File: src/hw/lin_mode_host_pkg.sv
// Constants and types for the host-side controller of the bus transceiver mode pins
package lin_mode_host_pkg;
    localparam int unsigned CLK_HZ = 25000000;
    // Durations in microseconds; plain defaults, the device gives no figures
    localparam int unsigned MODE_CHANGE_US = 10;
    localparam int unsigned RELEASE_US = 10;
    localparam int unsigned FLASH_ONE_US = 50;
    localparam int unsigned FLASH_TWO_US = 10;
    localparam int unsigned FLASH_THREE_US = 10;
    localparam int unsigned FLASH_FOUR_US = 10;
    localparam int unsigned SLEEP_HOLD_US = 100;
    // Least times round up to whole cycles
    localparam int unsigned MODE_CHANGE_CYC = (MODE_CHANGE_US * (CLK_HZ / 1000) + 999) / 1000;
    localparam int unsigned RELEASE_CYC = (RELEASE_US * (CLK_HZ / 1000) + 999) / 1000;
    localparam int unsigned FLASH_ONE_CYC = (FLASH_ONE_US * (CLK_HZ / 1000) + 999) / 1000;
    localparam int unsigned FLASH_TWO_CYC = (FLASH_TWO_US * (CLK_HZ / 1000) + 999) / 1000;
    localparam int unsigned FLASH_THREE_CYC = (FLASH_THREE_US * (CLK_HZ / 1000) + 999) / 1000;
    localparam int unsigned FLASH_FOUR_CYC = (FLASH_FOUR_US * (CLK_HZ / 1000) + 999) / 1000;
    localparam int unsigned SLEEP_HOLD_CYC = (SLEEP_HOLD_US * (CLK_HZ / 1000) + 999) / 1000;
    localparam int unsigned CNT_W = 16;
    // Wake source as read back in stand-by
    typedef enum logic [1:0] {SRC_NONE, SRC_POWER, SRC_BUS, SRC_LOCAL} wake_src_t;
    typedef enum {ST_SLEEP, ST_STANDBY, ST_ENTER, ST_RELEASE, ST_SLOPE, ST_FL_EN_LOW, ST_FL_TX_LOW,
        ST_FL_TX_HIGH, ST_FL_REJOIN, ST_FLASH, ST_GO_SLEEP} host_state_t;
endpackage

File: src/hw/lin_mode_host.sv
// Host controller that drives the transceiver mode, transmit and reads wake pins
//////////////////////////////////////////////////////////////////////////////
// Behaviour
// - Host holds transmit high for release time after any normal entry.
// - Flash entry: mode-select low interval one, then transmit fall and rise.
// - Same sequence in flash returns to slope, then release hold again.
// - Host drives transmit high to read the wake source in stand-by.
//////////////////////////////////////////////////////////////////////////////
`timescale 1ns/100ps
`default_nettype none
module lin_mode_host
    import lin_mode_host_pkg::*;
(
    input wire logic ref_clk, // System clock, 25 MHz
    input wire logic sys_rst, // Synchronous reset, high
    input wire logic reqNormal, // Ask for normal slope operation (level)
    input wire logic reqSleep, // Ask for sleep (pulse)
    input wire logic reqFlashToggle, // Toggle flash sub-mode (pulse)
    input wire logic txData, // Frame data from UART, low is dominant
    output var logic txReady, // Transmit path released to txData
    output var logic inFlash, // Device is in flash sub-mode
    output var logic inNormal, // Device is in a normal sub-mode
    output var logic [1:0] wakeSource, // Last wake source seen in stand-by
    output var logic rxData, // Filtered receive level to UART
    output var logic modeSelectPin, // Mode-select pin drive
    output var logic txPinOut, // Transmit pin output value
    output var logic txPinOeN, // Transmit pin enable, low drives
    input wire logic txPinIn, // Transmit pin read-back
    input wire logic rxPin, // Receive pin from device
    input wire logic inhibitPin // Regulator-inhibit level seen
);
    host_state_t state_ff, nxt_state;
    logic [CNT_W-1:0] cnt_ff, nxt_cnt;
    logic modeSel_ff, nxt_modeSel;
    logic txOut_ff, nxt_txOut;
    logic [1:0] src_ff, nxt_src;
    logic rxSync, txSync, inhSync;

    //////////////////////////////////////////////////////////////////////////
    // Pin inputs pass three flops and an agreement register each
    pin_sync3 uRx (.ref_clk(ref_clk), .sys_rst(sys_rst), .pinIn(rxPin), .resetLevel(1'b1), .levelOut(rxSync));
    pin_sync3 uTx (.ref_clk(ref_clk), .sys_rst(sys_rst), .pinIn(txPinIn), .resetLevel(1'b1), .levelOut(txSync));
    pin_sync3 uInh (.ref_clk(ref_clk), .sys_rst(sys_rst), .pinIn(inhibitPin), .resetLevel(1'b1), .levelOut(inhSync));

    //////////////////////////////////////////////////////////////////////////
    // Decoding of a timer expiry, used in many states
    function automatic logic timeUp(input logic [CNT_W-1:0] c, input int unsigned lim);
        timeUp = (c >= CNT_W'(lim - 1));
    endfunction

    // Sequencer of the mode pins
    always_comb
    begin
        nxt_state = state_ff;
        nxt_cnt = cnt_ff + CNT_W'(1);
        nxt_modeSel = modeSel_ff;
        nxt_txOut = 1'b1;
        nxt_src = src_ff;
        case (state_ff)
            ST_SLEEP, ST_STANDBY:
            begin
                nxt_modeSel = 1'b0;
                nxt_cnt = '0;
                // Driven high so a strong pull-down shows as low
                if (state_ff == ST_STANDBY)
                    nxt_src = !rxSync ? (txSync ? SRC_BUS : SRC_LOCAL) : SRC_POWER;
                if (state_ff == ST_SLEEP && inhSync)
                    nxt_state = ST_STANDBY; // Device woke up itself
                if (reqNormal)
                begin
                    nxt_modeSel = 1'b1;
                    nxt_state = ST_ENTER;
                end
            end
            ST_ENTER:
            begin
                // Wait out the mode-change delay
                if (timeUp(cnt_ff, MODE_CHANGE_CYC))
                begin
                    nxt_state = ST_RELEASE;
                    nxt_cnt = '0;
                    nxt_src = SRC_NONE;
                end
            end
            ST_RELEASE:
            begin
                // Hold transmit high for the release time
                if (timeUp(cnt_ff, RELEASE_CYC))
                    nxt_state = ST_SLOPE;
            end
            ST_SLOPE, ST_FLASH:
            begin
                nxt_txOut = txData;
                nxt_cnt = '0;
                // Transmit goes recessive together with mode-select so no dominant bit is cut mid-change
                if (reqSleep || !reqNormal)
                begin
                    nxt_modeSel = 1'b0;
                    nxt_txOut = 1'b1;
                    nxt_state = ST_GO_SLEEP;
                end
                else if (reqFlashToggle)
                begin
                    nxt_modeSel = 1'b0;
                    nxt_txOut = 1'b1;
                    nxt_state = ST_FL_EN_LOW;
                end
            end
            ST_FL_EN_LOW:
            begin
                if (timeUp(cnt_ff, FLASH_ONE_CYC))
                begin
                    nxt_cnt = '0;
                    nxt_modeSel = 1'b1;
                    nxt_state = ST_FL_TX_LOW;
                end
            end
            ST_FL_TX_LOW:
            begin
                nxt_txOut = !timeUp(cnt_ff, FLASH_TWO_CYC); // Falling edge after interval two
                if (!nxt_txOut)
                begin
                    nxt_cnt = '0;
                    nxt_state = ST_FL_TX_HIGH;
                end
            end
            ST_FL_TX_HIGH:
            begin
                nxt_txOut = timeUp(cnt_ff, FLASH_THREE_CYC); // Rising edge after interval three
                if (nxt_txOut)
                begin
                    nxt_cnt = '0;
                    nxt_state = ST_FL_REJOIN;
                end
            end
            ST_FL_REJOIN:
            begin
                // Interval four, then release hold whether flash was entered or left
                if (timeUp(cnt_ff, FLASH_FOUR_CYC + RELEASE_CYC))
                    nxt_state = inFlash ? ST_SLOPE : ST_FLASH;
            end
            ST_GO_SLEEP:
            begin
                // Keep mode-select low long enough to be taken
                if (timeUp(cnt_ff, SLEEP_HOLD_CYC))
                    nxt_state = ST_SLEEP;
            end
            default:
            begin
                nxt_state = ST_SLEEP;
            end
        endcase
    end

    // Flash flag flips on sequence completion; cleared on the way to sleep
    logic flash_ff, nxt_flash;
    always_comb
    begin
        nxt_flash = flash_ff;
        if (state_ff == ST_FL_REJOIN && nxt_state != ST_FL_REJOIN)
            nxt_flash = !flash_ff;
        if (nxt_state == ST_SLEEP || nxt_state == ST_GO_SLEEP)
            nxt_flash = 1'b0;
    end

    always_ff @(posedge ref_clk)
    begin
        if (sys_rst)
        begin
            state_ff <= ST_SLEEP;
            cnt_ff <= '0;
            modeSel_ff <= 1'b0;
            txOut_ff <= 1'b1;
            src_ff <= SRC_NONE;
            flash_ff <= 1'b0;
        end
        else
        begin
            state_ff <= nxt_state;
            cnt_ff <= nxt_cnt;
            modeSel_ff <= nxt_modeSel;
            txOut_ff <= nxt_txOut;
            src_ff <= nxt_src;
            flash_ff <= nxt_flash;
        end
    end

    //////////////////////////////////////////////////////////////////////////
    // Outputs; transmit pin always driven by the host
    assign modeSelectPin = modeSel_ff;
    assign txPinOut = txOut_ff;
    assign txPinOeN = 1'b0;
    assign inFlash = flash_ff;
    assign inNormal = (state_ff == ST_SLOPE) || (state_ff == ST_FLASH);
    assign txReady = inNormal;
    assign wakeSource = src_ff;
    assign rxData = rxSync;
endmodule
`default_nettype wire

File: src/hw/pin_sync3.sv
// Three-stage synchroniser with agreement check for one external pin
`timescale 1ns/100ps
`default_nettype none
module pin_sync3
    import lin_mode_host_pkg::*;
(
    input wire logic ref_clk, // System clock
    input wire logic sys_rst, // Synchronous reset, high
    input wire logic pinIn, // Raw pin level
    input wire logic resetLevel, // Level assumed during reset
    output var logic levelOut // Filtered level
);
    logic s1_ff, s2_ff, s3_ff, lvl_ff;
    logic nxt_lvl;
    // Change accepted once stages two and three agree
    always_comb
    begin
        nxt_lvl = (s2_ff == s3_ff) ? s3_ff : lvl_ff;
    end
    always_ff @(posedge ref_clk)
    begin
        if (sys_rst)
        begin
            s1_ff <= resetLevel;
            s2_ff <= resetLevel;
            s3_ff <= resetLevel;
            lvl_ff <= resetLevel;
        end
        else
        begin
            s1_ff <= pinIn;
            s2_ff <= s1_ff;
            s3_ff <= s2_ff;
            lvl_ff <= nxt_lvl;
        end
    end
    assign levelOut = lvl_ff;
endmodule
`default_nettype wire

File: config.mk
export PLATFORM = sky130hd
export DESIGN_NAME = lin_mode_host
export DESIGN_NICKNAME = d
export VERILOG_FILES = /design/src/hw/lin_mode_host_pkg.sv /design/src/hw/lin_mode_host.sv /design/src/hw/pin_sync3.sv
export SDC_FILE = /design/constraint.sdc
export NUM_CORES = 1
export LEC_CHECK = 0
export ABC_AREA = 1
export BUFFER_PORTS_ARGS = -buffer_cell sky130_fd_sc_hd__clkbuf_2
export CAP_MARGIN = 10
export CORE_MARGIN = 2
export CORE_UTILIZATION = 60
export DETAILED_ROUTE_END_ITERATION = 12
export PLACE_DENSITY_LB_ADDON = 0.15
export SLEW_MARGIN = 20
export SYNTH_ARGS = -nofsm -noshare
export SYNTH_HDL_FRONTEND = slang
export SYNTH_SLANG_ARGS = --single-unit
File: constraint.sdc
create_clock -name ref_clk -period 2 [get_ports ref_clk]
set_input_delay 0.2 -clock ref_clk [delete_from_list [all_inputs] [get_ports ref_clk]]
set_output_delay 0.2 -clock ref_clk [all_outputs]
set_load 0.01 [all_outputs]
Word-level counts from Yosys, hierarchy flattened
Index checks and enable logic that the tools add are counted.

cells by class
  add/subtract/negate cells = 1
  $lt $le $gt $ge = 4
  equal/unequal tests = 23
  mux-type cells = 29
  reductions and logical operators = 20

operator list
  operator                                                                   number
  32-bit two-way mux                                                         11
  32-bit case mux with 9 select lines                                        1
  32-bit by 3-bit == test with 1-bit output (second input constant)          4
  32-bit by 4-bit == test with 1-bit output (second input constant)          4
  32-bit by 2-bit == test with 1-bit output (second input constant)          3
  32-bit by 5-bit == test with 1-bit output (second input constant)          3
  32-bit logical NOT                                                         3
  16-bit case mux with 3 select lines                                        1
  32-bit by 1-bit == test with 1-bit output (second input constant)          1
  16-bit two-way mux                                                         2
  32-bit by 5-bit inequality test with 1-bit output (second input constant)  1
  16-bit by 1-bit adder with 16-bit output (second input constant)           1
  16-bit by 11-bit >= comparator with 1-bit output (second input constant)   1
  16-bit by 12-bit >= comparator with 1-bit output (second input constant)   1
  16-bit by 8-bit >= comparator with 1-bit output (second input constant)    1
  16-bit by 9-bit >= comparator with 1-bit output (second input constant)    1
  1-bit two-way mux                                                          7
  2-bit two-way mux                                                          3
  2-bit inequality test (second input constant)                              3
  1-bit case mux with 3 select lines                                         2
  3-bit AND reduction                                                        2
  2-bit OR reduction                                                         3
  4-bit two-way mux                                                          1
  2-bit case mux with 2 select lines                                         1
  other kinds (9)                                                            16

word-level totals
  register bits = 65
  input bits = 9
  output and inout port bits = 9
  logic and storage cells = 95

Longest topological paths before layout
  depth in word-level cells = 8
  depth in mapped cells = 17
  gate-level depth less buffers = 17

By module
Synthesis repeated with hierarchy kept, for this count alone.

second synthesis, totals
  cell total of the unflattened synthesis = 467
  area, all modules = 3306.9 um2

modules (own cells, without submodules)
  module         times used  cells an instance  area an instance (um2)  seq. area each (um2)
  lin_mode_host  1           416                2879.0                  1061.0
  pin_sync3      3           17                 142.6                   90.1

Least setup slack after synthesis
No wires, ideal clock.

  kind = reg-to-reg
  from = register cnt_ff[0]
  to = register cnt_ff[14]
  arrival time = 1636 ps
  setup slack = 250 ps
  stages on the path, launching flop included = 15
  buffers on the path = 0
  clock period less this slack = 1750 ps
  path through = dfxtp_1 -> ha_1 -> inv_1 -> nor3_2 -> inv_2 -> nor2_2 -> inv_2 -> nor4_4 -> inv_2 -> nor2_2 -> nand2_1 -> nor2_2 -> nand2_1 -> xor2_1 -> nor2_2

on the way
  word-level cells in the longest chain between the ends = 3

ends and longest elaborated chain
  element                                                           line                  RTL
  start, declared                                                   lin_mode_host.sv:33   logic [CNT_W-1:0] cnt_ff, nxt_cnt;
  start signal, assigned                                            lin_mode_host.sv:180  cnt_ff <= nxt_cnt;
  16-bit by 1-bit adder with 16-bit output (tied with other cells)  lin_mode_host.sv:55   nxt_cnt = cnt_ff + CNT_W'(1);
  16-bit two-way mux (on tied branches)                             -
  16-bit case mux with 3 select lines *                             lin_mode_host.sv:59   case (state_ff)

Every way passes the cells marked *; elsewhere a longest branch is shown, timed or not.
A chain may end at the register's enable or synchronous reset.

Worst setup path after layout
  from = register cnt_ff[0]
  to = register flash_ff, in the netlist inFlash

on the way
  word-level cells in the longest chain between the ends = 6

ends and longest elaborated chain
  element                                                                          line                  RTL
  16-bit by 12-bit >= comparator with 1-bit output (tied with other cells)         lin_mode_host.sv:48   timeUp = (c >= CNT_W'(lim - 1));
  32-bit two-way mux (tied with other cells)                                       lin_mode_host.sv:145  if (timeUp(cnt_ff, SLEEP_HOLD_CYC))
  32-bit case mux with 9 select lines *                                            lin_mode_host.sv:59
  32-bit by 5-bit == test with 1-bit output or 32-bit logical NOT (tied branches)  lin_mode_host.sv:162  if (nxt_state == ST_SLEEP || nxt_state == ST_GO_SLEEP)
  1-bit logical OR                                                                 lin_mode_host.sv:162
  2-bit OR reduction (no source line)                                              -
  end signal, assigned                                                             lin_mode_host.sv:184  flash_ff <= nxt_flash;
  end, declared                                                                    lin_mode_host.sv:156  logic flash_ff, nxt_flash;

Marks and branches as above.

==> flow_summary.yaml <==
global_routing:
  antenna_found_initial: 0
  grt_pass1_vias: 2839
  grt-ovfl-total: 0
  grt_max_degree: 18
  grt_usage: 0.263
  grt_pass1_wl_mm: 12.4
sta:
  setup_viol: 1
  rsz0062_at_grt: "true"
  period_share: 1.01
  hold_viol: 0
  fmax_mhz: 493
  holdWs_ns: 0.0220
  clock_skew_ns: 0.0116
  min_period_ns: 2.03
  maxSlewViolCount: 0
  setup-tns-final_ns: -0.0267
  setup_ws_ns: -0.0267
final_layout:
  area_delta_synth_final_pct: 31.4
  fin_cells: 624
  drive_above_1_share: 0.310
  nets: 561
  nFillCells: 347
  diodes: 0
floorplan:
  io_pins: 18
  row_count: 26
  die_x_um: 77.3
  core_area_mm2: 0.00514
  initial_core_util: 0.627
  die_h_um: 77.3
  die_area_mm2: 0.00597
detailed_routing:
  drt_iter0_markers: 425
  drt-pass1-iter-count: 6
  drc: 0
  vias: 3422
  routed_via_density: 5.48
  routed_wirelength_mm: 8.95
  wl_per_cell_um: 14.3
  detail-route-antenna-nets: 0
logic_synthesis:
  synth_top_area_frac: 0.404
  yosysMostFrequentCell: "nand2_1"
  avgSynthCellArea_um2: 6.83
  synth_top_area_cell: "dfxtp_1"
  async_flop_share: 0
  ys.flop_type: "dfxtp_1"
  synth.distinct_cells: 37
  synth_warnings: 0
  syn_inst: 472
  yosysSeqAreaShare: 0.404
  yosys-top-cells-count: "nand2_1, nor2_1, dfxtp_1"
  synth_area_leaders: "dfxtp_1, nand2_1, nor2_1"
  synth_edf_count: 0
  synth-seq-cells: 65
  syn-cell-area_mm2: 0.00322
clock_network:
  cts.sinks: 65
  cts.clk_slew.worst_paths_ns: 0.07
  insertion_delay_ns: 0.36
  clockRootBuffer: "clkbuf_8"
  tritoncts: "built"
  cts_max_level: 3
  clk_path_buf_depth: 2
  numCtsBuffers: 9
power:
  total_power_w: 0.00286
  leakagePower_nw: 1.93
  power_density_mw_per_mm2: 676
  ir_worst_vdd_uv: 709
placed_design:
  post-place-ws_ns: 0.0173
  gp_congestion: 1.10
  dpl.hpwl_mm: 5.45
  dp_cells: 597
  port_buffers: 16
critical_path:
  slowest_stage: "dfxtp_4"
  cp_data_arrival_time_ns: 2.28
  startpoint_type: "flip-flop"
  end_kind: "flip-flop"
  path_cells: "inv_1 -> ha_2 -> nand3_2 -> nand3_2 -> nand2_2 -> inv_4 -> nand4_1 -> nand2_1 -> o21ai_0 -> nand2_1 -> nor2_1 -> nand2_1 -> nand3_2 -> nor2_2"
  required_ns: 2.25
  critPathMaxFanout: 7
  max_stage_delay_ns: 0.40
  worst-setup-path-type: "flip-flop to flip-flop"
job:
  maxCapViolCount: 0
status:
  violations: "negative setup slack"
  status: "complete, but fails checks"
hold_path:
  min-delay-path-class: "input port to flip-flop"
-- per-stage QoR --
step | util | instance area (um^2)
after floorplan | - | 3330
after global placement | 0.696 | 3580
after detailed placement | 0.696 | 3580
after CTS | 0.745 | 3830
after global routing | 0.824 | 4240
final | 0.824 | 4240
-- cell type report --
cell class	count	area, um^2	area share
well taps	70	87.6	0.0207
flip-flops and latches	65	1320	0.311
inverters	63	241	0.0570
clock buffers	10	128	0.0301
clock inverters	6	115	0.0272
repair buffers	43	290	0.0685
multi-input cells	367	2060	0.486
-- cell usage in the layout, fill, tap and decap left out, types with 13 or more instances in the layout --
master    count
dfxtp_1      55
nand3_1      32
clkbuf_2     16
nand2_1      90
inv_1        49
nand2_2      13
buf_4        25
nor2_2       20
conb_1       29
nor2_1       73
-- worst max-delay path, delay by kind of cell, from the launching register on --
kind,cells,cell delay [ns]
and+or+nand+nor,10,0.96
DFF,1,0.40
AOI/OAI and AO/OA,1,0.22
adders and majority gates,1,0.20
buffers and inverters,2,0.13
-- what timing repair did --
item,in CTS,in global routing
pin swaps,1,23
gates cloned,0,1
hold buffers,0,0
gates resized for setup,1,93
buffers inserted,1,9
setup endpoints to repair,2,21
-- final timing paths --
kind,from,end,slack [ns],cells past startpoint
setup reg to reg,cnt_ff[0]$_SDFF_PP0_,inFlash$_SDFFE_PP0P_,-0.03,14
hold / removal,txPinIn,uTx.s1_ff$_SDFF_PP1_,0.02,2
hold reg to reg,uRx.s1_ff$_SDFF_PP1_,uRx.s2_ff$_SDFF_PP1_,0.41,1
setup / recovery,cnt_ff[0]$_SDFF_PP0_,inFlash$_SDFFE_PP0P_,-0.03,14
-- registers in the layout, indices dropped and copies added (netlist names) --
register	flops
txPinOut	1
uTx.s1_ff	1
uRx.levelOut	1
wakeSource	2
uTx.s2_ff	1
uTx.levelOut	1
uInh.s2_ff	1
uInh.s1_ff	1
uRx.s2_ff	1
uRx.s1_ff	1
modeSelectPin	1
uRx.s3_ff	1
cnt_ff	16
uTx.s3_ff	1
uInh.s3_ff	1
inFlash	1
state_ff	32
uInh.levelOut	1
-- report_power, final --
part | internal (W) | switching [W] | total, W | leakage (nW)
sequential | 0.00134 | 0.0000303 | 0.00137 | 0.541
combinational | 0.0000490 | 0.0000837 | 0.000133 | 1.27
clock | 0.000834 | 0.000529 | 0.00136 | 0.117
total | 0.00222 | 0.000643 | 0.00286 | 1.93
-- per-layer routing --
layer,track usage,share of wire
met5,0,0
met4,0.148,0.054
met3,0.0553,0.10
met2,0.423,0.48
met1,0.327,0.37
-- cell families after synthesis --
logic type,share of synthesized area
and+or+nand+nor,0.413
buffers and inverters,0.0877
DFF,0.404
AOI/OAI and AO/OA,0.0664
xor gates and xnor gates,0.0163
adders and majority gates,0.0116
other,0.00116
Note: power is estimated with default switching activity, not from simulation.
